`src/alpd_pkg.sv`:
```
package alpd_pkg;
  // Register offsets
  localparam logic [7:0] MODE_ADDR   = 8'h16;
  localparam logic [7:0] CLEAR_ADDR  = 8'h17;
  localparam logic [7:0] CTRL1_ADDR  = 8'h18;
  localparam logic [7:0] CTRL2_ADDR  = 8'h19;
  localparam logic [7:0] LTH_ADDR    = 8'h1a;
  localparam logic [7:0] PTH_ADDR    = 8'h1b;
  localparam logic [7:0] PDUR_ADDR   = 8'h1c;
  localparam logic [7:0] LAT_ADDR    = 8'h1d;
  localparam logic [7:0] WIN_ADDR    = 8'h1e;
  localparam logic [7:0] SRC_ADDR    = 8'h0a;
  // Reset values
  localparam logic [7:0] CTRL_RST    = 8'h00;
  localparam logic [7:0] TH_RST      = 8'h00;
  localparam logic [7:0] PDUR_RST    = 8'h01;
  localparam logic [7:0] LAT_RST     = 8'h01;
  localparam logic [7:0] WIN_RST     = 8'h00;
  // Field positions
  localparam int INTERRUPT_PIN_SWAP_BIT  = 0;
  localparam int INTERRUPT_ASSIGNMENT_LSB  = 1;
  localparam int XDIS_BIT    = 3;
  localparam int THRESHOLD_OPTION_BIT   = 6;
  localparam int LPOL_BIT    = 0;
  localparam int PPOL_BIT    = 1;
  localparam int CLR_A_BIT   = 0;
  localparam int CLR_B_BIT   = 1;
  // Mode and routing codes
  localparam logic [1:0] MODE_LEVEL  = 2'h2;
  localparam logic [1:0] MODE_PULSE  = 2'h3;
  localparam logic [1:0] ROUTE_LP    = 2'h0;
  localparam logic [1:0] ROUTE_PL    = 2'h1;
  localparam logic [1:0] ROUTE_SD    = 2'h2;
  // Timer step
  localparam int CLK_PERIOD_NS = 100;
  localparam int STEP_MS       = 1;
  localparam int STEP_CYCLES   = STEP_MS * 1000000 / CLK_PERIOD_NS;

  typedef struct packed {
    logic [7:0] x;
    logic [7:0] y;
    logic [7:0] z;
  } alpd_sample_type;

  typedef enum logic [2:0] {
    P_IDLE, P_FIRST, P_LAT, P_WIN, P_SECOND, P_FALL, P_WAITLO
  } alpd_state_type;
endpackage

```
`src/alpd_detector.sv`:
```
`timescale 1ns/1ps
module alpd_detector
  import alpd_pkg::*;
#(
  parameter int MS_CYCLES = STEP_CYCLES
) (
  // Clock and reset
  input  wire logic            clk_in,
  input  wire logic            sys_rst_in,
  // Register port
  input  wire logic            reg_wr_in,
  input  wire logic [7:0]      reg_addr_in,
  input  wire logic [7:0]      reg_wdata_in,
  output logic      [7:0]      reg_rdata_out,
  // Samples from the converter, 8g scale
  input  wire logic            sample_valid_in,
  input  wire alpd_sample_type sample_in,
  // Interrupt pins
  output logic                 interrupt_out_a_out,
  output logic                 interrupt_out_b_out
);

  logic [1:0] mode_q;
  logic [7:0] ctrl1_q, ctrl2_q, lth_q, pth_q, pdur_q, lat_q, win_q;
  logic [1:0] clr_q;
  always_ff @(posedge clk_in or posedge sys_rst_in) begin
    if (sys_rst_in) begin
      mode_q  <= 2'h0;
      clr_q   <= 2'h0;
      ctrl1_q <= CTRL_RST;
      ctrl2_q <= CTRL_RST;
      lth_q   <= TH_RST;
      pth_q   <= TH_RST;
      pdur_q  <= PDUR_RST;
      lat_q   <= LAT_RST;
      win_q   <= WIN_RST;
    end else if (reg_wr_in) begin
      unique case (reg_addr_in)
        MODE_ADDR:  mode_q  <= reg_wdata_in[1:0];
        CLEAR_ADDR: clr_q   <= reg_wdata_in[1:0];
        CTRL1_ADDR: ctrl1_q <= reg_wdata_in;
        CTRL2_ADDR: ctrl2_q <= reg_wdata_in;
        LTH_ADDR:   lth_q   <= reg_wdata_in;
        PTH_ADDR:   pth_q   <= reg_wdata_in;
        PDUR_ADDR:  pdur_q  <= reg_wdata_in;
        LAT_ADDR:   lat_q   <= reg_wdata_in;
        WIN_ADDR:   win_q   <= reg_wdata_in;
        default: ;
      endcase
    end
  end

  logic       threshold_option, lpol, ppol, interrupt_pin_swap;
  logic [1:0] route;
  logic [2:0] dis, en;
  logic       lvl_mode, pul_mode;
  assign threshold_option    = ctrl1_q[THRESHOLD_OPTION_BIT];
  assign dis      = ctrl1_q[XDIS_BIT +: 3];
  assign en       = ~dis;
  assign route    = ctrl1_q[INTERRUPT_ASSIGNMENT_LSB +: 2];
  assign interrupt_pin_swap   = ctrl1_q[INTERRUPT_PIN_SWAP_BIT];
  assign lpol     = ctrl2_q[LPOL_BIT];
  assign ppol     = ctrl2_q[PPOL_BIT];
  // Pulse mode keeps the level path alive as well
  assign lvl_mode = mode_q[1];
  assign pul_mode = (mode_q == MODE_PULSE);

  // Magnitude mode ignores the top threshold bit; host keeps it 0
  function automatic logic over_f(input logic [7:0] v, th,
                                  input logic opt);
    logic [7:0] mag;
    mag = v[7] ? 8'(-v) : v;
    if (opt) over_f = $signed(v) > $signed(th);
    else     over_f = {1'b0, mag} > {2'h0, th[6:0]};
  endfunction
  function automatic logic under_f(input logic [7:0] v, th,
                                   input logic opt);
    logic [7:0] mag;
    mag = v[7] ? 8'(-v) : v;
    if (opt) under_f = $signed(v) < $signed(th);
    else     under_f = {1'b0, mag} < {2'h0, th[6:0]};
  endfunction

  alpd_sample_type samp_q;
  logic            eval_q;
  always_ff @(posedge clk_in or posedge sys_rst_in) begin
    if (sys_rst_in) begin
      samp_q <= '0;
      eval_q <= 1'b0;
    end else begin
      eval_q <= sample_valid_in;
      if (sample_valid_in) samp_q <= sample_in;
    end
  end

  logic [2:0] lo, lu, po, pu;
  logic [7:0] ax [3];
  assign ax[0] = samp_q.x;
  assign ax[1] = samp_q.y;
  assign ax[2] = samp_q.z;
  for (genvar i = 0; i < 3; i++) begin : g_axis
    assign lo[i] = over_f(ax[i], lth_q, threshold_option);
    assign lu[i] = under_f(ax[i], lth_q, threshold_option);
    assign po[i] = over_f(ax[i], pth_q, threshold_option);
    assign pu[i] = under_f(ax[i], pth_q, threshold_option);
  end

  // Disabled axes neither satisfy nor block
  logic [2:0] lvl_axes;
  logic       lvl_evt, any_over, all_under;
  assign lvl_axes  = (lpol ? lu : lo) & en;
  assign lvl_evt   = lvl_mode & eval_q & (lpol ?
                     (&(lu | dis) & |en) : |(lo & en));
  assign any_over  = |(po & en);
  assign all_under = &(pu | dis) & |en;

  // Millisecond step for the pulse timers only
  logic [15:0] div_q;
  logic        tick;
  assign tick = (div_q == 16'(MS_CYCLES - 1));
  always_ff @(posedge clk_in or posedge sys_rst_in) begin
    if (sys_rst_in)  div_q <= 16'h0000;
    else if (tick)   div_q <= 16'h0000;
    else             div_q <= div_q + 16'h0001;
  end

  // Clear routing follows the pin assignment except in ROUTE_SD, where the B bit clears both pins
  logic clr_lvl, clr_pul, rst_fsm;
  assign clr_lvl = (route == ROUTE_PL) ? clr_q[CLR_B_BIT]
                                       : clr_q[CLR_A_BIT];
  assign clr_pul = (route == ROUTE_PL) ? clr_q[CLR_A_BIT]
                                       : clr_q[CLR_B_BIT];
  assign rst_fsm = !pul_mode | (route == ROUTE_SD & clr_pul);

  alpd_state_type st_q;
  logic [7:0]     cnt_q;
  logic [2:0]     hit_q;
  logic           p1_evt, p2_evt, ff_evt;
  assign p1_evt = (st_q == P_FIRST) & !any_over & !ppol;
  assign p2_evt = (st_q == P_SECOND) & !any_over;
  assign ff_evt = (st_q == P_FALL) & all_under
                  & (cnt_q > lat_q);

  always_ff @(posedge clk_in or posedge sys_rst_in) begin
    if (sys_rst_in) begin
      st_q  <= P_IDLE;
      cnt_q <= 8'h00;
      hit_q <= 3'h0;
    end else if (rst_fsm) begin
      st_q  <= P_IDLE;
      cnt_q <= 8'h00;
    end else begin
      if (tick && cnt_q != 8'hff) cnt_q <= cnt_q + 8'h01;
      unique case (st_q)
        P_IDLE: begin
          cnt_q <= 8'h00;
          if (ppol && all_under) st_q <= P_FALL;
          else if (!ppol && any_over) begin
            st_q  <= P_FIRST;
            hit_q <= po & en;
          end
        end
        P_FIRST: begin
          if (!any_over) begin
            cnt_q <= 8'h00;
            st_q  <= (win_q == 8'h00) ? P_IDLE : P_LAT;
          end else if (cnt_q >= pdur_q) st_q <= P_WAITLO;
        end
        P_LAT: if (cnt_q >= lat_q) begin
          cnt_q <= 8'h00;
          st_q  <= P_WIN;
        end
        P_WIN: begin
          if (any_over) begin
            cnt_q <= 8'h00;
            st_q  <= P_SECOND;
          end else if (cnt_q >= win_q) st_q <= P_IDLE;
        end
        P_SECOND: begin
          if (!any_over) st_q <= P_IDLE;
          else if (cnt_q >= pdur_q) st_q <= P_WAITLO;
        end
        P_FALL: begin
          if (!all_under) st_q <= P_IDLE;
          else if (ff_evt) st_q <= P_WAITLO;
        end
        P_WAITLO: begin
          cnt_q <= 8'h00;
          if (ppol ? !all_under : !any_over) st_q <= P_IDLE;
        end
      endcase
    end
  end

  // Sticky flags; a new event beats a clear in the same cycle
  logic       lvl_f_q, p1_f_q, p2_f_q, ff_f_q;
  logic [2:0] lsrc_q, psrc_q;
  always_ff @(posedge clk_in or posedge sys_rst_in) begin
    if (sys_rst_in) begin
      lvl_f_q <= 1'b0;
      lsrc_q  <= 3'h0;
    end else begin
      lvl_f_q <= lvl_evt | (lvl_f_q & !clr_lvl);
      lsrc_q  <= (lvl_evt ? lvl_axes : 3'h0)
                 | (lsrc_q & {3{!clr_lvl}});
    end
  end
  always_ff @(posedge clk_in or posedge sys_rst_in) begin
    if (sys_rst_in) begin
      p1_f_q <= 1'b0;
      p2_f_q <= 1'b0;
      ff_f_q <= 1'b0;
      psrc_q <= 3'h0;
    end else begin
      p1_f_q <= p1_evt | (p1_f_q & !clr_pul);
      p2_f_q <= p2_evt | (p2_f_q & !clr_pul);
      ff_f_q <= ff_evt | (ff_f_q & !clr_pul);
      psrc_q <= (p1_evt ? hit_q : 3'h0)
                | (psrc_q & {3{!clr_pul}});
    end
  end

  // With a second window the pulse pin waits for the second pulse
  logic pul_any, pin_a, pin_b;
  assign pul_any = ff_f_q | ((win_q == 8'h00) ? p1_f_q : p2_f_q);
  always_comb begin
    unique case (route)
      ROUTE_PL: begin
        pin_a = pul_any;
        pin_b = lvl_f_q;
      end
      ROUTE_SD: begin
        pin_a = p1_f_q;
        pin_b = pul_any;
      end
      default: begin
        pin_a = lvl_f_q;
        pin_b = pul_any;
      end
    endcase
  end

  always_ff @(posedge clk_in or posedge sys_rst_in) begin
    if (sys_rst_in) begin
      interrupt_out_a_out <= 1'b0;
      interrupt_out_b_out <= 1'b0;
    end else begin
      interrupt_out_a_out <= pin_a;
      interrupt_out_b_out <= pin_b;
    end
  end

  logic [7:0] src;
  assign src = {lsrc_q[0], lsrc_q[1], lsrc_q[2],
                psrc_q[0], psrc_q[1], psrc_q[2],
                interrupt_pin_swap ? interrupt_out_a_out : interrupt_out_b_out,
                interrupt_pin_swap ? interrupt_out_b_out : interrupt_out_a_out};

  always_ff @(posedge clk_in or posedge sys_rst_in) begin
    if (sys_rst_in) reg_rdata_out <= 8'h00;
    else begin
      unique case (reg_addr_in)
        SRC_ADDR:   reg_rdata_out <= src;
        MODE_ADDR:  reg_rdata_out <= {6'h00, mode_q};
        CLEAR_ADDR: reg_rdata_out <= {6'h00, clr_q};
        CTRL1_ADDR: reg_rdata_out <= ctrl1_q;
        CTRL2_ADDR: reg_rdata_out <= ctrl2_q;
        LTH_ADDR:   reg_rdata_out <= lth_q;
        PTH_ADDR:   reg_rdata_out <= pth_q;
        PDUR_ADDR:  reg_rdata_out <= pdur_q;
        LAT_ADDR:   reg_rdata_out <= lat_q;
        WIN_ADDR:   reg_rdata_out <= win_q;
        default:    reg_rdata_out <= 8'h00;
      endcase
    end
  end
endmodule // alpd_detector

```
`config.mk`:
```
export PLATFORM = sky130hd
export DESIGN_NAME = alpd_detector
export DESIGN_NICKNAME = d
export VERILOG_FILES = /design/src/alpd_pkg.sv /design/src/alpd_detector.sv
export SDC_FILE = /design/constraint.sdc
export NUM_CORES = 1
export LEC_CHECK = 0
export BUFFER_PORTS_ARGS = -buffer_cell sky130_fd_sc_hd__buf_2
export CAP_MARGIN = 20
export CORE_UTILIZATION = 40
export CTS_BUF_LIST = sky130_fd_sc_hd__clkbuf_8
export DETAILED_ROUTE_END_ITERATION = 10
export HOLD_SLACK_MARGIN = 0.02
export PLACE_DENSITY = 0.57
export SLEW_MARGIN = 30
export SYNTH_ARGS = -nofsm -noshare
export SYNTH_HDL_FRONTEND = slang
export SYNTH_SLANG_ARGS = --single-unit
```
`constraint.sdc`:
```
create_clock -name clk_in -period 3.7 [get_ports clk_in]
set_clock_uncertainty 0.2 [all_clocks]
set_input_delay 0.185 -clock clk_in [delete_from_list [all_inputs] [get_ports clk_in]]
set_output_delay 0.185 -clock clk_in [all_outputs]
set_load 0.01 [all_outputs]
```
**After elaboration in Yosys (flattened, before gate mapping)**

Index checks and enable logic that the tools add are counted.
Widths: inputs -> output; s select.

- Register bits after elaboration: 135
- Bits of input ports: 44
- Output and inout port bits: 10
- Logic and storage cells: 194

- $add $sub $neg: 5
- Magnitude comparators: 28
- Equality and inequality tests: 26
- Mux-type cells: 49
- Bitwise logic cells: 32
- Reductions and logical operators: 28

Operators with widths:

| kind | count |
|---|---|
| $pmux 8 s10 | 1 |
| $eq 8x5->1 const B | 9 |
| $mux 8 | 8 |
| $gt 8x8->1 | 7 |
| $gt 8x7->1 | 6 |
| $lt 8x7->1 | 6 |
| $lt 8x8->1 | 6 |
| $mux 3 | 15 |
| $pmux 8 s4 | 1 |
| $ge 8x8->1 | 3 |
| $neg 8->8 | 3 |
| $pmux 3 s7 | 1 |
| $mux 1 | 20 |
| $reduce_and 2->1 | 9 |
| $add 16x1->16 const B | 1 |
| $eq 16x14->1 const B | 1 |
| $mux 16 | 1 |
| $and 3x3->3 | 5 |
| $and 1x1->1 | 14 |
| $ne 4x4->1 const B | 3 |
| $or 3x3->3 | 4 |
| $eq 3x3->1 const B | 3 |
| $reduce_or 3->1 | 3 |
| $add 8x1->8 const B | 1 |
| 20 further kinds | 37 |

**Logic depth before layout (Yosys ltp)**

Gate-level depths: netlist of run 1.

- Depth after elaboration: 13
- Depth in mapped cells: 16
- Mapped depth without buffers: 15

**Least setup slack after synthesis of run 1**

No wires, ideal clock.

- Kind: flip-flop to flip-flop
- Start point: register samp_q (netlist bit ax[10])
- End point: register st_q[0]
- Data arrival time: 3.234 ns
- Required time: 3.374 ns
- Path slack: 0.140 ns
- Stages on the path, launching flop included: 15
- Buffers on the path: 1
- Path through: dfrtp_1 > or3_1 > o31ai_1 > xnor2_1 > ha_1 > a21o_1 > a21oi_1 > nand2_1 > o211ai_1 > a211oi_2 > or3_1 > buf_6 > o41ai_4 > o31ai_1 > o311a_1

- Cells in the longest elaborated chain, start to end: 11

Ends and longest elaborated chain:

| item | line | RTL |
|---|---|---|
| start: declaration | alpd_detector.sv:84 | `alpd_sample_type samp_q;` |
| start signal: assignment | alpd_detector.sv:92 | `if (sample_valid_in) samp_q <= sample_in;` |
| $neg 8->8 | alpd_detector.sv:72, alpd_detector.sv:79 |  |
| $mux 8 | alpd_detector.sv:72, alpd_detector.sv:79 |  |
| $lt 8x7->1 | alpd_detector.sv:81 | `else under_f = {1'b0, mag} < {2'h0, th[6:0]};` |
| $mux 1 | alpd_detector.sv:80 | `if (opt) under_f = $signed(v) < $signed(th);` |
| $or 3x3->3 | alpd_detector.sv:115 | `assign all_under = &(pu \| dis) & \|en;` |
| $reduce_and 3->1 | alpd_detector.sv:115 |  |
| $and 1x1->1 | alpd_detector.sv:115 |  |
| $and 1x1->1 (tied with other cells) | alpd_detector.sv:141 | `assign ff_evt = (st_q == P_FALL) & all_under` |
| $and 1x1->1 (tied with other cells) | alpd_detector.sv:142 | `& (cnt_q > lat_q);` |
| $ne 4x4->1 (no line) (tied with other cells) | -- |  |
| $reduce_and 5->1 (no line) / $mux 3 (equally long branches) | -- |  |
| end signal: assignment | alpd_detector.sv:166 | `st_q <= (win_q == 8'h00) ? P_IDLE : P_LAT;` |
| end: declaration | alpd_detector.sv:135 | `alpd_state_type st_q;` |

Parallel ways exist; a longest one is shown, timed or not.
A chain may end at the register's enable or synchronous reset.

**Worst setup path after layout of run 1**

- Start point: register samp_q (netlist bit ax[10])
- End point: register hit_q[2]

- Cells in the longest elaborated chain, start to end: 10

Ends and longest elaborated chain:

| item | line | RTL |
|---|---|---|
| $neg 8->8 | alpd_detector.sv:72, alpd_detector.sv:79 |  |
| $mux 8 | alpd_detector.sv:72, alpd_detector.sv:79 |  |
| $lt 8x7->1 | alpd_detector.sv:81 |  |
| $mux 1 | alpd_detector.sv:80 |  |
| $or 3x3->3 | alpd_detector.sv:115 |  |
| $reduce_and 3->1 | alpd_detector.sv:115 |  |
| $and 1x1->1 | alpd_detector.sv:115 |  |
| $logic_and 1x1->1 | alpd_detector.sv:157 | `if (ppol && all_under) st_q <= P_FALL;` |
| $not 1->1 (no line) | -- |  |
| $reduce_and 4->1 (no line) (*) | -- |  |
| end signal: assignment | alpd_detector.sv:160 | `hit_q <= po & en;` |
| end: declaration | alpd_detector.sv:137 | `logic [2:0] hit_q;` |

Mark *: on every way between the ends. The rest lies on a longest branch, timed or not.

==> impl_results.md, run 1 <==
- Most used cell along the critical path: or3_4
- Result of the run: finished clean
- Leakage power figure: 5.09 nW
- RSZ-0062 raised after global routing: yes
- Die Y: 154 um
- Die Width: 154 um
- Clock buffers created by TritonCTS: 17
- Fill cells: 2119
- Register area: 3380 um2
- Clk Latency, worst-skew pair: 0.46 ns
- Switch Pwr: 1.39 mW
- Max Clk Rate: 280 MHz
- DRC marker count from the first detailed-route iteration: 534
- Post-route cell area: 11100 um2
- Number of H-tree levels: 4
- Worst setup timing slack at the placement stage: -0.0239 ns
- Synth warn: 0
- Final std cells w/o fill: 1355
- Number of placed instances, taps included: 1283
- Fraction of power consumed by combinational cells: 0.269
- Max-slew violations: 0
- Standard-cell row count: 55
- Fraction of post-synthesis cell area in the top cell type by area: 0.360
- Number of top-level pins: 54
- Gr ovfl total: 0
- Overall track demand over capacity in global routing: 0.222
- Path type of the worst min-delay path: primary input to register
- Die footprint: 23700 um2
- Total Nets Final: 1216
- Ordered list of cells on the worst path: or3_4, o31ai_4, xnor2_2, ha_1, a21o_1, a21oi_2, nand2_1, o211ai_1, a211oi_2, or3_4, buf_6, nand4b_1, mux2_4
- Most used flip-flop cell after synthesis: dfrtp_1
- Sw Share: 0.351
- Final HPWL DP: 18600 um
- CTS tree: yes
- Average instance area after synthesis: 10.1 um2
- Slew @ Worst Pin: 0.795 ns
- Fin crit share: 0.964
- Max capacitance violation total: 0
- Mapped Area: 9240 um2
- Clock Sinks: 135
- Post-route DRC violation count: 0
- Setup violations, final: 0
- Clock tree buffer depth: 2
- Cell type group with the largest total delay on the critical path: simple AND/OR/NAND/NOR gates
- Number of synthesized flops with an enable pin: 0
- Standard cell with the maximum stage delay on the critical path: or3_4
- Fraction of synthesis flops using an asynchronous set or reset pin: 1.00
- Routed wire per std cell: 18.5 um
- Global-route wire length before repair: 40700 um
- Min Tclk post-route: 3.57 ns
- DR pass1 iterations: 5
- Seq/Total Area, Yosys: 0.366
- Post-route setup TNS: 0 ns
- Initial core utilization: 0.408
- Drt total wl: 25000 um
- Total core area: 22600 um2
- Power per cell area: 355 nW/um2
- IO buf count: 53
- Internal Dissipation: 2.56 mW
- Total power of the final layout: 3.94 mW
- Worst-case headroom to the max-slew limit: 0.470
- Cell at the root of the clock tree: clkbuf_8
- Peak supply drop: 188 uV
- Number of antenna violations at the first check in global routing: 0
- Area Growth Syn to Fin: 20.1%
- Yosys top cell by area: dfrtp_1
- Number of antenna diodes: 0
- Routed vias: 7577
- Type of the worst setup path: register to register
- Routability congestion estimate from global placement: 0.856
- Placed cell area: 10200 um2
- Multi-input gate area in the final layout: 5690 um2
- Post-layout utilization of the core: 0.490
- Hold Slack: 0.135 ns
- Critical path fanouts, max: 4
- Endpoint type of the worst setup path: register
- Unique masters post-synth: 71
- Data arrival time of the critical path: 3.71 ns
- Syn Nets: 1076
- Pin count of the biggest net entering global routing: 136
- Clock-pin slew reported for the worst setup and hold paths after clock tree synthesis: 0.09 ns
- Detail Route Antenna Nets: 0
- Max stage delay on crit path: 0.44 ns
- Number of failing hold endpoints at the final stage: 0
- Data required, critical path: 3.85 ns
- Share of layout cells above drive strength 1: 0.252
- Clock power frac: 0.311
- Cell count after synthesis: 917
- Sequential share of power: 0.419
- Number of buffer and inverter instances along the worst setup path: 1
- Flip-flop and latch count after synthesis: 135
- Startpoint class of the critical path: register
- Dominant cells by area after synthesis: dfrtp_1 36%, ha_1 16%, mux2_2 10%
- Vias in the first global route: 7463
- Vias/cell: 5.59
- Setup ws final: 0.134 ns
power groups by stage:
| stage | registers, mW | logic (mW) | clock network, mW |
|---|---|---|---|
| 6_report | 1.65 | 1.06 | 1.23 |
| 4_1_cts | 1.65 | 1.02 | 1.25 |
| 5_1_grt | 1.66 | 1.20 | 1.31 |
| 2_1_floorplan | 1.65 | 0.679 | 0 |
| 3_5_place_dp | 1.68 | 0.982 | 0 |
| 3_3_place_gp | 1.68 | 0.967 | 0 |
layout make-up:
class                           instances  share of cell area
Sequential cell                       135               0.305
Tap cell                              285              0.0321
Multi-Input combinational cell        701               0.513
Clock buffer                           17              0.0211
Clock inverter                         15              0.0133
Inverter                               64              0.0220
Timing Repair Buffer                  138              0.0938
flip-flops by register name (all words and copies together) (netlist names), 3 cells and up:
register,cells
psrc_q,3
cnt_q,8
ax,24
lat_q,8
reg_rdata_out,8
pth_q,8
div_q,16
ctrl1_q,8
win_q,8
st_q,3
pdur_q,8
lth_q,8
hit_q,3
lsrc_q,3
ctrl2_q,8
Yosys cell counts (all sizes together), types with 3 or more instances:
cell,instances
a211oi,7
a21o,13
a21oi,44
a222oi,14
a22o,3
a22oi,4
a31oi,9
and2,3
and3,9
buf,6
clkbuf,11
dfrtp,133
ha,115
inv,63
mux2,86
mux2i,3
nand2,94
nand2b,10
nand3,30
nand4,28
nor2,39
nor2b,15
nor3,16
nor4,8
nor4b,6
o211ai,11
o21a,8
o21ai,40
o31ai,8
o41ai,5
or3,5
xnor2,21
xor2,11
final timing paths:
path	from	depth (start not counted)	slack (ns)	endpoint
hold / removal	reg_addr_in[4]	4	0.14	mode_q[1]
min in group asynchronous	sys_rst_in	4	0.22	cnt_q[1]
hold reg to reg	div_q[0]	1	0.27	div_q[0]
setup / recovery	ax[10]	13	0.13	hit_q[2]
setup reg to reg	ax[10]	13	0.13	hit_q[2]
max in group asynchronous	sys_rst_in	4	2.43	win_q[4]
routing by layer:
metal | vias up | part of all wire | global-route usage
met3 | 35 | 0.039 | 0.0386
met1 | 3697 | 0.48 | 0.308
met2 | 157 | 0.46 | 0.349
li1 | 3688 | - | -
met5 | - | 0 | 0
met4 | 0 | 0.021 | 0.0719
worst register-to-register path, stage by stage (launching register included):
cell and delay [ns]:
dfrtp_1 0.39, or3_4 0.41, o31ai_4 0.26, xnor2_2 0.11, ha_1 0.31, a21o_1 0.17
a21oi_2 0.16, nand2_1 0.07, o211ai_1 0.12, a211oi_2 0.11, or3_4 0.44, buf_6 0.15
nand4b_1 0.21, mux2_4 0.33
cell families after synthesis:
logic type,Yosys count,synth area share
DFF,135,0.366
and+or+nand+nor,278,0.159
buffers and inverters,81,0.0349
xor gates and xnor gates,32,0.0303
adders and majority gates,115,0.156
AOI/OAI and AO/OA,187,0.146
muxes,89,0.108
timing repair:
item	CTS	global route
pin swaps	1	20
endpoints found under the setup margin	5	21
hold buffers	37	0
gates resized for setup	1	30
hold endpoints to repair	219	0
setup buffers	0	3
cell usage in the layout, fill, tap and decap left out, drive strengths merged, types with 17 or more instances in the layout:
| master | n |
|---|---|
| a21oi | 44 |
| buf | 101 |
| clkbuf | 17 |
| dfrtp | 133 |
| dlygate4sd3 | 37 |
| ha | 115 |
| inv | 73 |
| mux2 | 86 |
| nand2 | 94 |
| nand3 | 30 |
| nand4 | 28 |
| nor2 | 39 |
| o21ai | 40 |
| xnor2 | 21 |
Power figures use the tool's default switching activity.
==> inputs of run 2 (changes only) <==
--- a/config.mk
+++ b/config.mk
@@ -12,6 +12,7 @@
 export DETAILED_ROUTE_END_ITERATION = 10
 export HOLD_SLACK_MARGIN = 0.02
 export PLACE_DENSITY = 0.57
+export REMOVE_ABC_BUFFERS = 1
 export SLEW_MARGIN = 30
 export SYNTH_ARGS = -nofsm -noshare
 export SYNTH_HDL_FRONTEND = slang
==> run 2 against run 1 <==
  * Combinational power is essentially flat
  * Utilization shrank 0.19 points
  * Flip-flop and latch count is the same
  * Sequential power is essentially flat
  * Count of clock-buffer cells in the layout is the same
  * Critical path type unchanged
==> impl_results.md, run 2 (same netlist as run 1, synthesis figures left out) <==
- Vias/cell: 5.62 (+0.59%)
- IO buf count: 53 (unchanged)
- Drt total wl: 25100 um (+0.30%)
- Clock-pin slew reported for the worst setup and hold paths after clock tree synthesis: 0.09 ns (about the same)
- Area Growth Syn to Fin: 19.6%
- Clock buffers created by TritonCTS: 17 (unchanged)
- Post-route cell area: 11100 um2 (-0.39%)
- Number of H-tree levels: 4 (unchanged)
- Die Width: 154 um (unchanged)
- Post-route DRC violation count: 0 (unchanged)
- Clock tree buffer depth: 2 (unchanged)
- RSZ-0062 raised after global routing: yes
- Worst setup timing slack at the placement stage: -0.0606 ns (-0.0368 ns)
- Clk Latency, worst-skew pair: 0.46 ns (about the same)
- Hold path cells: 4 (unchanged)
- Number of antenna violations at the first check in global routing: 0 (unchanged)
- Global-route wire length before repair: 40500 um (-0.49%)
- Max stage delay on crit path: 0.41 ns (-0.03 ns)
- Gr ovfl total: 0 (unchanged)
- Max Clk Rate: 283 MHz (+0.78%)
- CTS tree: yes
- Commonest non-fill, non-tap cell in the layout: dfrtp_1
- Power per cell area: 367 nW/um2 (+3.1%)
- Data arrival time of the critical path: 3.68 ns (-0.03 ns)
- Initial core utilization: 0.408 (unchanged)
- Routed vias: 7599 (+0.29%)
- Final HPWL DP: 18700 um (+0.65%)
- Leakage power figure: 5.06 nW (-0.66%)
- Result of the run: finished clean
- Routed wire per std cell: 18.6 um (+0.59%)
- Setup violations, final: 0 (unchanged)
- Endpoint of the worst-slack reg-to-reg timing path: st_q[2]
- Type of the worst setup path: register to register
- Total power of the final layout: 4.05 mW (+2.7%)
- Flip-flop count of the largest register, all copies and words added: 24 (unchanged)
- Max-slew violations: 0 (unchanged)
- Die Y: 154 um (unchanged)
- Worst-case headroom to the max-slew limit: 0.509 (+0.0388)
- Detail Route Antenna Nets: 0 (unchanged)
- Fin crit share: 0.956 (-0.00745)
- CP startpoint: ax[9]
- Total Nets Final: 1212 (-0.33%)
- Share of layout cells above drive strength 1: 0.247 (-0.00562)
- Endpoint type of the worst setup path: register
- Startpoint class of the critical path: register
- Max capacitance violation total: 0 (unchanged)
- Pin count of the biggest net entering global routing: 98 (-28%)
- Setup ws final: 0.161 ns (+0.0276 ns)
- Standard-cell row count: 55 (unchanged)
- Critical path fanouts, max: 3 (-1)
- DR pass1 iterations: 6 (+1)
- Reg2Reg Depth: 14 (+1)
- Min Tclk post-route: 3.54 ns (-0.0276 ns)
- Vias in the first global route: 7411 (-0.70%)
- Clock Sinks: 135 (unchanged)
- Die footprint: 23700 um2 (unchanged)
- Placed cell area: 10100 um2 (-0.38%)
- Routability congestion estimate from global placement: 0.850 (-0.69%)
- Peak supply drop: 178 uV (-5.5%)
- CP endpoint: st_q[2]
- Most frequent cells in the layout: 132 x dfrtp_1, 115 x ha_1, 93 x nand2_1
- Number of antenna diodes: 0 (unchanged)
- Path type of the worst min-delay path: primary input to register
- Overall track demand over capacity in global routing: 0.222 (+0.000408)
- Total core area: 22600 um2 (unchanged)
- Data required, critical path: 3.84 ns (about the same)
- Cell at the root of the clock tree: clkbuf_8
- FF-to-FF Start: ax[9]
- DRC marker count from the first detailed-route iteration: 567 (+6.2%)
- Standard cell with the maximum stage delay on the critical path: dfrtp_1
- Number of failing hold endpoints at the final stage: 0 (unchanged)
- Number of top-level pins: 54 (unchanged)
- Post-layout utilization of the core: 0.488 (-0.00193)
- Slew @ Worst Pin: 0.737 ns (-0.0581 ns)
- Worst setup slack for register-to-register paths: 0.16 ns (+0.03 ns)
- Ordered list of cells on the worst path: or3_4, nand2_1, xnor2_1, ha_1, and4b_1, a211oi_2, nand2_1, o211ai_1, a211oi_2, buf_4, o31ai_4, mux2_4, o211ai_1, o41ai_2
==> run 2: cell types whose count changed in the layout (fill, tap and decap cells not counted), sizes merged <==
| cell | before | now |
|---|---|---|
| bufinv | 0 | 2 |
| clkinv | 2 | 4 |
| clkinvlp | 4 | 2 |
| inv | 73 | 71 |
| buf | 101 | 97 |
==> run 2: worst min path at each step <==
stage | from | end
3_5_place_dp | sample_in[1] | ax[1]
4_1_cts | reg_addr_in[1] | reg_rdata_out[1]
2_1_floorplan | sample_valid_in | eval_q
5_1_grt | reg_addr_in[1] | reg_rdata_out[1]
3_3_place_gp | sample_in[17] | ax[17]
6_report | reg_addr_in[4] | mode_q[1]
==> run 2: repair_timing <==
| item | in CTS | in global routing |
|---|---|---|
| setup buffers | 0 | 1 |
| hold endpoints to repair | 179 | 0 |
| hold buffers | 37 | 0 |
| resized for setup | 0 | 26 |
| pin swaps | 1 | 17 |
| setup endpoints to repair | 3 | 21 |
==> run 2: metrics by stage <==
| stage | std cells | hold slack [ns] | TNS, ns |
|---|---|---|---|
| after floorplan | 900 | 0.0164 | -38.94 |
| after global placement | 1281 | 0.197 | 0 |
| after detailed placement | 1281 | 0.198 | -0.0767 |
| after CTS | 1350 | 0.107 | 0 |
| after global routing | 1351 | 0.136 | -0.0341 |
| final | 1351 | 0.138 | 0 |
==> run 2: critical path, delay by kind of cell (launching register included) <==
family	cells	cell delay, ns
XOR/XNOR	1	0.16
buffers and inverters	1	0.17
AND/OR/NAND/NOR	4	0.81
AO/OA/AOI/OAI	6	1.01
multiplexers	1	0.35
adder cells (fa/ha/maj)	1	0.31
flip-flops	1	0.41
==> run 2: report_power, final <==
part           total, mW  internal (mW)  switching (mW)
clock network       1.33          0.630           0.696
registers           1.66           1.56           0.103
logic               1.07          0.497           0.568
total               4.05           2.68            1.37
==> run 2: area by class of cell <==
cell class,count,area [um2]
fillers,2108,11600
clock inverters,15,184
well taps,285,357
flip-flops and latches,135,3380
multi-input cells,701,5660
clock buffers,17,234
inverters,64,248
repair buffers,134,986
==> run 2: metal layers <==
| layer | vias to the layer above | global-route usage | share of wire |
|---|---|---|---|
| li1 | 3674 | - | - |
| met1 | 3727 | 0.316 | 0.48 |
| met2 | 169 | 0.352 | 0.46 |
| met3 | 29 | 0.0327 | 0.039 |
| met4 | 0 | 0.0562 | 0.015 |
| met5 | - | 0 | 0 |
==> inputs of run 3 (changes only) <==
--- a/config.mk
+++ b/config.mk
@@ -5,6 +5,7 @@
 export SDC_FILE = /design/constraint.sdc
 export NUM_CORES = 1
 export LEC_CHECK = 0
+export ABC_AREA = 1
 export BUFFER_PORTS_ARGS = -buffer_cell sky130_fd_sc_hd__buf_2
 export CAP_MARGIN = 20
 export CORE_UTILIZATION = 40
==> run 3 against run 2 <==
  * Count of clock-buffer cells in the layout stayed put
  * Combinational power is 12% lower
  * Setup slack improved by 0.15 ns
  * Critical endpoint is now st_q[1]
  * Largest power group unchanged
  * Highest routed layer unchanged
==> impl_results.md, run 3 <==
- Result of the run: finished clean
- Clock Sinks: 135 (unchanged)
- Hold Crit Start: reg_addr_in[6]
- Clock tree buffer depth: 2 (unchanged)
- Yosys top cell by area: dfrtp_1
- Total Nets Final: 1497 (+24%)
- Data arrival time of the critical path: 3.53 ns (-0.15 ns)
- Data required, critical path: 3.84 ns (about the same)
- Hold path cells: 6 (+2)
- Path type of the worst min-delay path: primary input to register
- Number of failing hold endpoints at the final stage: 0 (unchanged)
- Commonest non-fill, non-tap cell in the layout: nand2_1
- Die footprint: 24700 um2 (+4.0%)
- Drt total wl: 26700 um (+6.5%)
- Die Y: 157 um (+2.0%)
- Share of layout cells above drive strength 1: 0.123 (-0.124)
- Overall track demand over capacity in global routing: 0.232 (+0.00961)
- Fill cells: 2427 (+15%)
- FF-to-FF Start: ax[1]
- Fraction of post-synthesis cell area in the top cell type by area: 0.346 (-0.0141)
- Power per cell area: 349 nW/um2 (-4.9%)
- Seq/Total Area, Yosys: 0.352 (-0.0143)
- Startpoint class of the critical path: register
- Leakage power figure: 5.42 nW (+7.0%)
- Reg2Reg Depth: 21 (+7)
- Number of antenna diodes: 0 (unchanged)
- Standard-cell row count: 56 (+1.8%)
- Endpoint type of the worst setup path: register
- Detail Route Antenna Nets: 0 (unchanged)
- Number of antenna violations at the first check in global routing: 0 (unchanged)
- IO buf count: 53 (unchanged)
- Unique masters post-synth: 57 (-20%)
- Fin crit share: 0.916 (-0.0402)
- Most frequent cells in the layout: 286 x nand2_1, 181 x inv_1, 133 x dfrtp_1
- Endpoint of the worst-slack reg-to-reg timing path: st_q[1]
- Routed wire per std cell: 16.0 um (-14%)
- Total power of the final layout: 3.84 mW (-5.2%)
- Number of H-tree levels: 4 (unchanged)
- Flip-flop and latch count after synthesis: 135 (unchanged)
- Worst min-delay path endpoint: reg_rdata_out[7]
- Total core area: 23500 um2 (+4.0%)
- Slew @ Worst Pin: 0.871 ns (+0.134 ns)
- Gr ovfl total: 0 (unchanged)
- DRC marker count from the first detailed-route iteration: 614 (+8.3%)
- Cell at the root of the clock tree: clkbuf_8
- Worst-case headroom to the max-slew limit: 0.414 (-0.0944)
- Number of synthesized flops with an enable pin: 0 (unchanged)
- Post-route DRC violation count: 0 (unchanged)
- Routability congestion estimate from global placement: 0.904 (+6.4%)
- Clk Latency, worst-skew pair: 0.46 ns (about the same)
- Routed vias: 8454 (+11%)
- Average instance area after synthesis: 7.75 um2 (-23%)
- Min Tclk post-route: 3.39 ns (-0.149 ns)
- Initial core utilization: 0.408 (about the same)
- Area Growth Syn to Fin: 14.6%
- Max Clk Rate: 295 MHz (+4.4%)
- Peak supply drop: 171 uV (-4.0%)
- Synth warn: 0 (unchanged)
- Number of top-level pins: 54 (unchanged)
- Mapped Area: 9620 um2 (+4.1%)
- Max capacitance violation total: 0 (unchanged)
- Vias/cell: 5.06 (-10%)
- Worst setup slack for register-to-register paths: 0.31 ns (+0.15 ns)
- Final HPWL DP: 20000 um (+6.7%)
- Global-route wire length before repair: 43500 um (+7.4%)
- Die Width: 157 um (+2.0%)
- Library cell with the highest instance count after synthesis: nand2_1
- Pin count of the biggest net entering global routing: 77 (-21%)
- Vias in the first global route: 7982 (+7.7%)
- Flip-flop count of the largest register, all copies and words added: 24 (unchanged)
- Top post-synthesis cells by count: 286 x nand2_1, 181 x inv_1, 133 x dfrtp_1, 115 x ha_1, 106 x o21ai_0
- Type of the worst setup path: register to register
- Clock buffers created by TritonCTS: 17 (unchanged)
- Dominant cells by area after synthesis: dfrtp_1 35%, ha_1 15%, nand2_1 11%
- DR pass1 iterations: 5 (-1)
- Max-slew violations: 0 (unchanged)
- Clock-pin slew reported for the worst setup and hold paths after clock tree synthesis: 0.09 ns (about the same)
- Setup violations, final: 0 (unchanged)
- Post-route setup TNS: 0 ns (unchanged)
- Fraction of synthesis flops using an asynchronous set or reset pin: 1.00 (unchanged)
- Most used flip-flop cell after synthesis: dfrtp_1
- Cell count after synthesis: 1240 (+35%)
- Critical path fanouts, max: 4 (+1)
- CTS tree: yes
## run 3: cell count changes in the layout (fill, tap and decap cells not counted), sizes merged, moves of 11 or more
cell,previous run,this run
nand3,30,72
buf,97,55
xnor2,21,2
a21oi,44,55
o22ai,2,13
inv,71,200
o21ai,40,121
a221oi,1,12
mux2,86,0
nor2,39,83
nor2b,15,0
nand2,94,301
a222oi,14,0
## run 3: layer usage
| metal | share of wire | GRT usage |
|---|---|---|
| met1 | 0.50 | 0.330 |
| met2 | 0.44 | 0.366 |
| met3 | 0.043 | 0.0350 |
| met4 | 0.017 | 0.0573 |
| met5 | 0 | 0 |
## run 3: how the worst max path moves through the flow
| stage | to | slack, ns | startpoint | cells after the start |
|---|---|---|---|---|
| floorplan | ax[0] | -0.29 | sys_rst_in | 1 |
| global placement | st_q[2] | 0.48 | ax[0] | 21 |
| detailed placement | st_q[2] | 0.41 | ax[1] | 21 |
| CTS | st_q[1] | 0.36 | ax[0] | 21 |
| global route | st_q[2] | -0.001 | ax[0] | 21 |
| finish | st_q[1] | 0.31 | ax[1] | 21 |
## run 3: logic make-up after synthesis
group                      share of synthesized area
and+or+nand+nor                                0.247
AOI/OAI and AO/OA                              0.146
buffers and inverters                         0.0863
DFF                                            0.352
adders and majority gates                      0.150
xor gates and xnor gates                      0.0182
muxes                                        0.00104
## run 3: worst max-delay path, stage by stage, from the launching register on
cell and delay (ns):
dfrtp_1 0.42, inv_1 0.12, ha_1 0.18, nand3_1 0.12
o31ai_2 0.22, xor2_1 0.32, ha_1 0.33, a21oi_1 0.12
and2_0 0.16, nand3_1 0.10, nor2_2 0.13, nor2_4 0.05
nand2_1 0.09, nand2_2 0.07, nor2_4 0.13, nand2_2 0.09
nand3_1 0.10, nand2_2 0.06, nor2_4 0.10, nand2_2 0.07
nand2_1 0.05, nand2_1 0.05
## run 3: area by class of cell
| cell class | count | area (um2) | share of cell area |
|---|---|---|---|
| clock buffer | 17 | 234 | 0.0212 |
| clock inverter | 15 | 154 | 0.0140 |
| inverter | 196 | 741 | 0.0672 |
| multi-input combinational | 892 | 5410 | 0.491 |
| sequential | 135 | 3380 | 0.307 |
| tap | 319 | 399 | 0.0362 |
| timing repair buffer | 96 | 703 | 0.0638 |
## run 3: through the flow
stage	util	instance area, um2	hold slack, ns	std cells	setup slack [ns]
CTS	0.468	11000	0.0245	1669	0.363
global route	0.468	11000	0.0420	1670	-0.00136
global placement	0.434	10200	0.188	1596	0.483
detailed placement	0.434	10200	0.197	1596	0.407
finish	0.468	11000	0.0319	1670	0.310
floorplan	-	9520	0.0164	1223	-0.293
## run 3: where the power goes
group / switching [mW] / leakage (nW) / internal [mW] / total, mW
combinational: 0.577 / 3.42 / 0.366 / 0.943
sequential: 0.0898 / 1.80 / 1.55 / 1.64
clock: 0.657 / 0.194 / 0.601 / 1.26
total: 1.32 / 5.42 / 2.52 / 3.84
## run 3: repair_timing
item / 4_1_cts / 5_1_grt
hold buffers: 41 / 0
setup endpoints to repair: 0 / 1
gates resized for setup: 0 / 1
hold endpoints to repair: 145 / 0
buffers inserted: 0 / 1
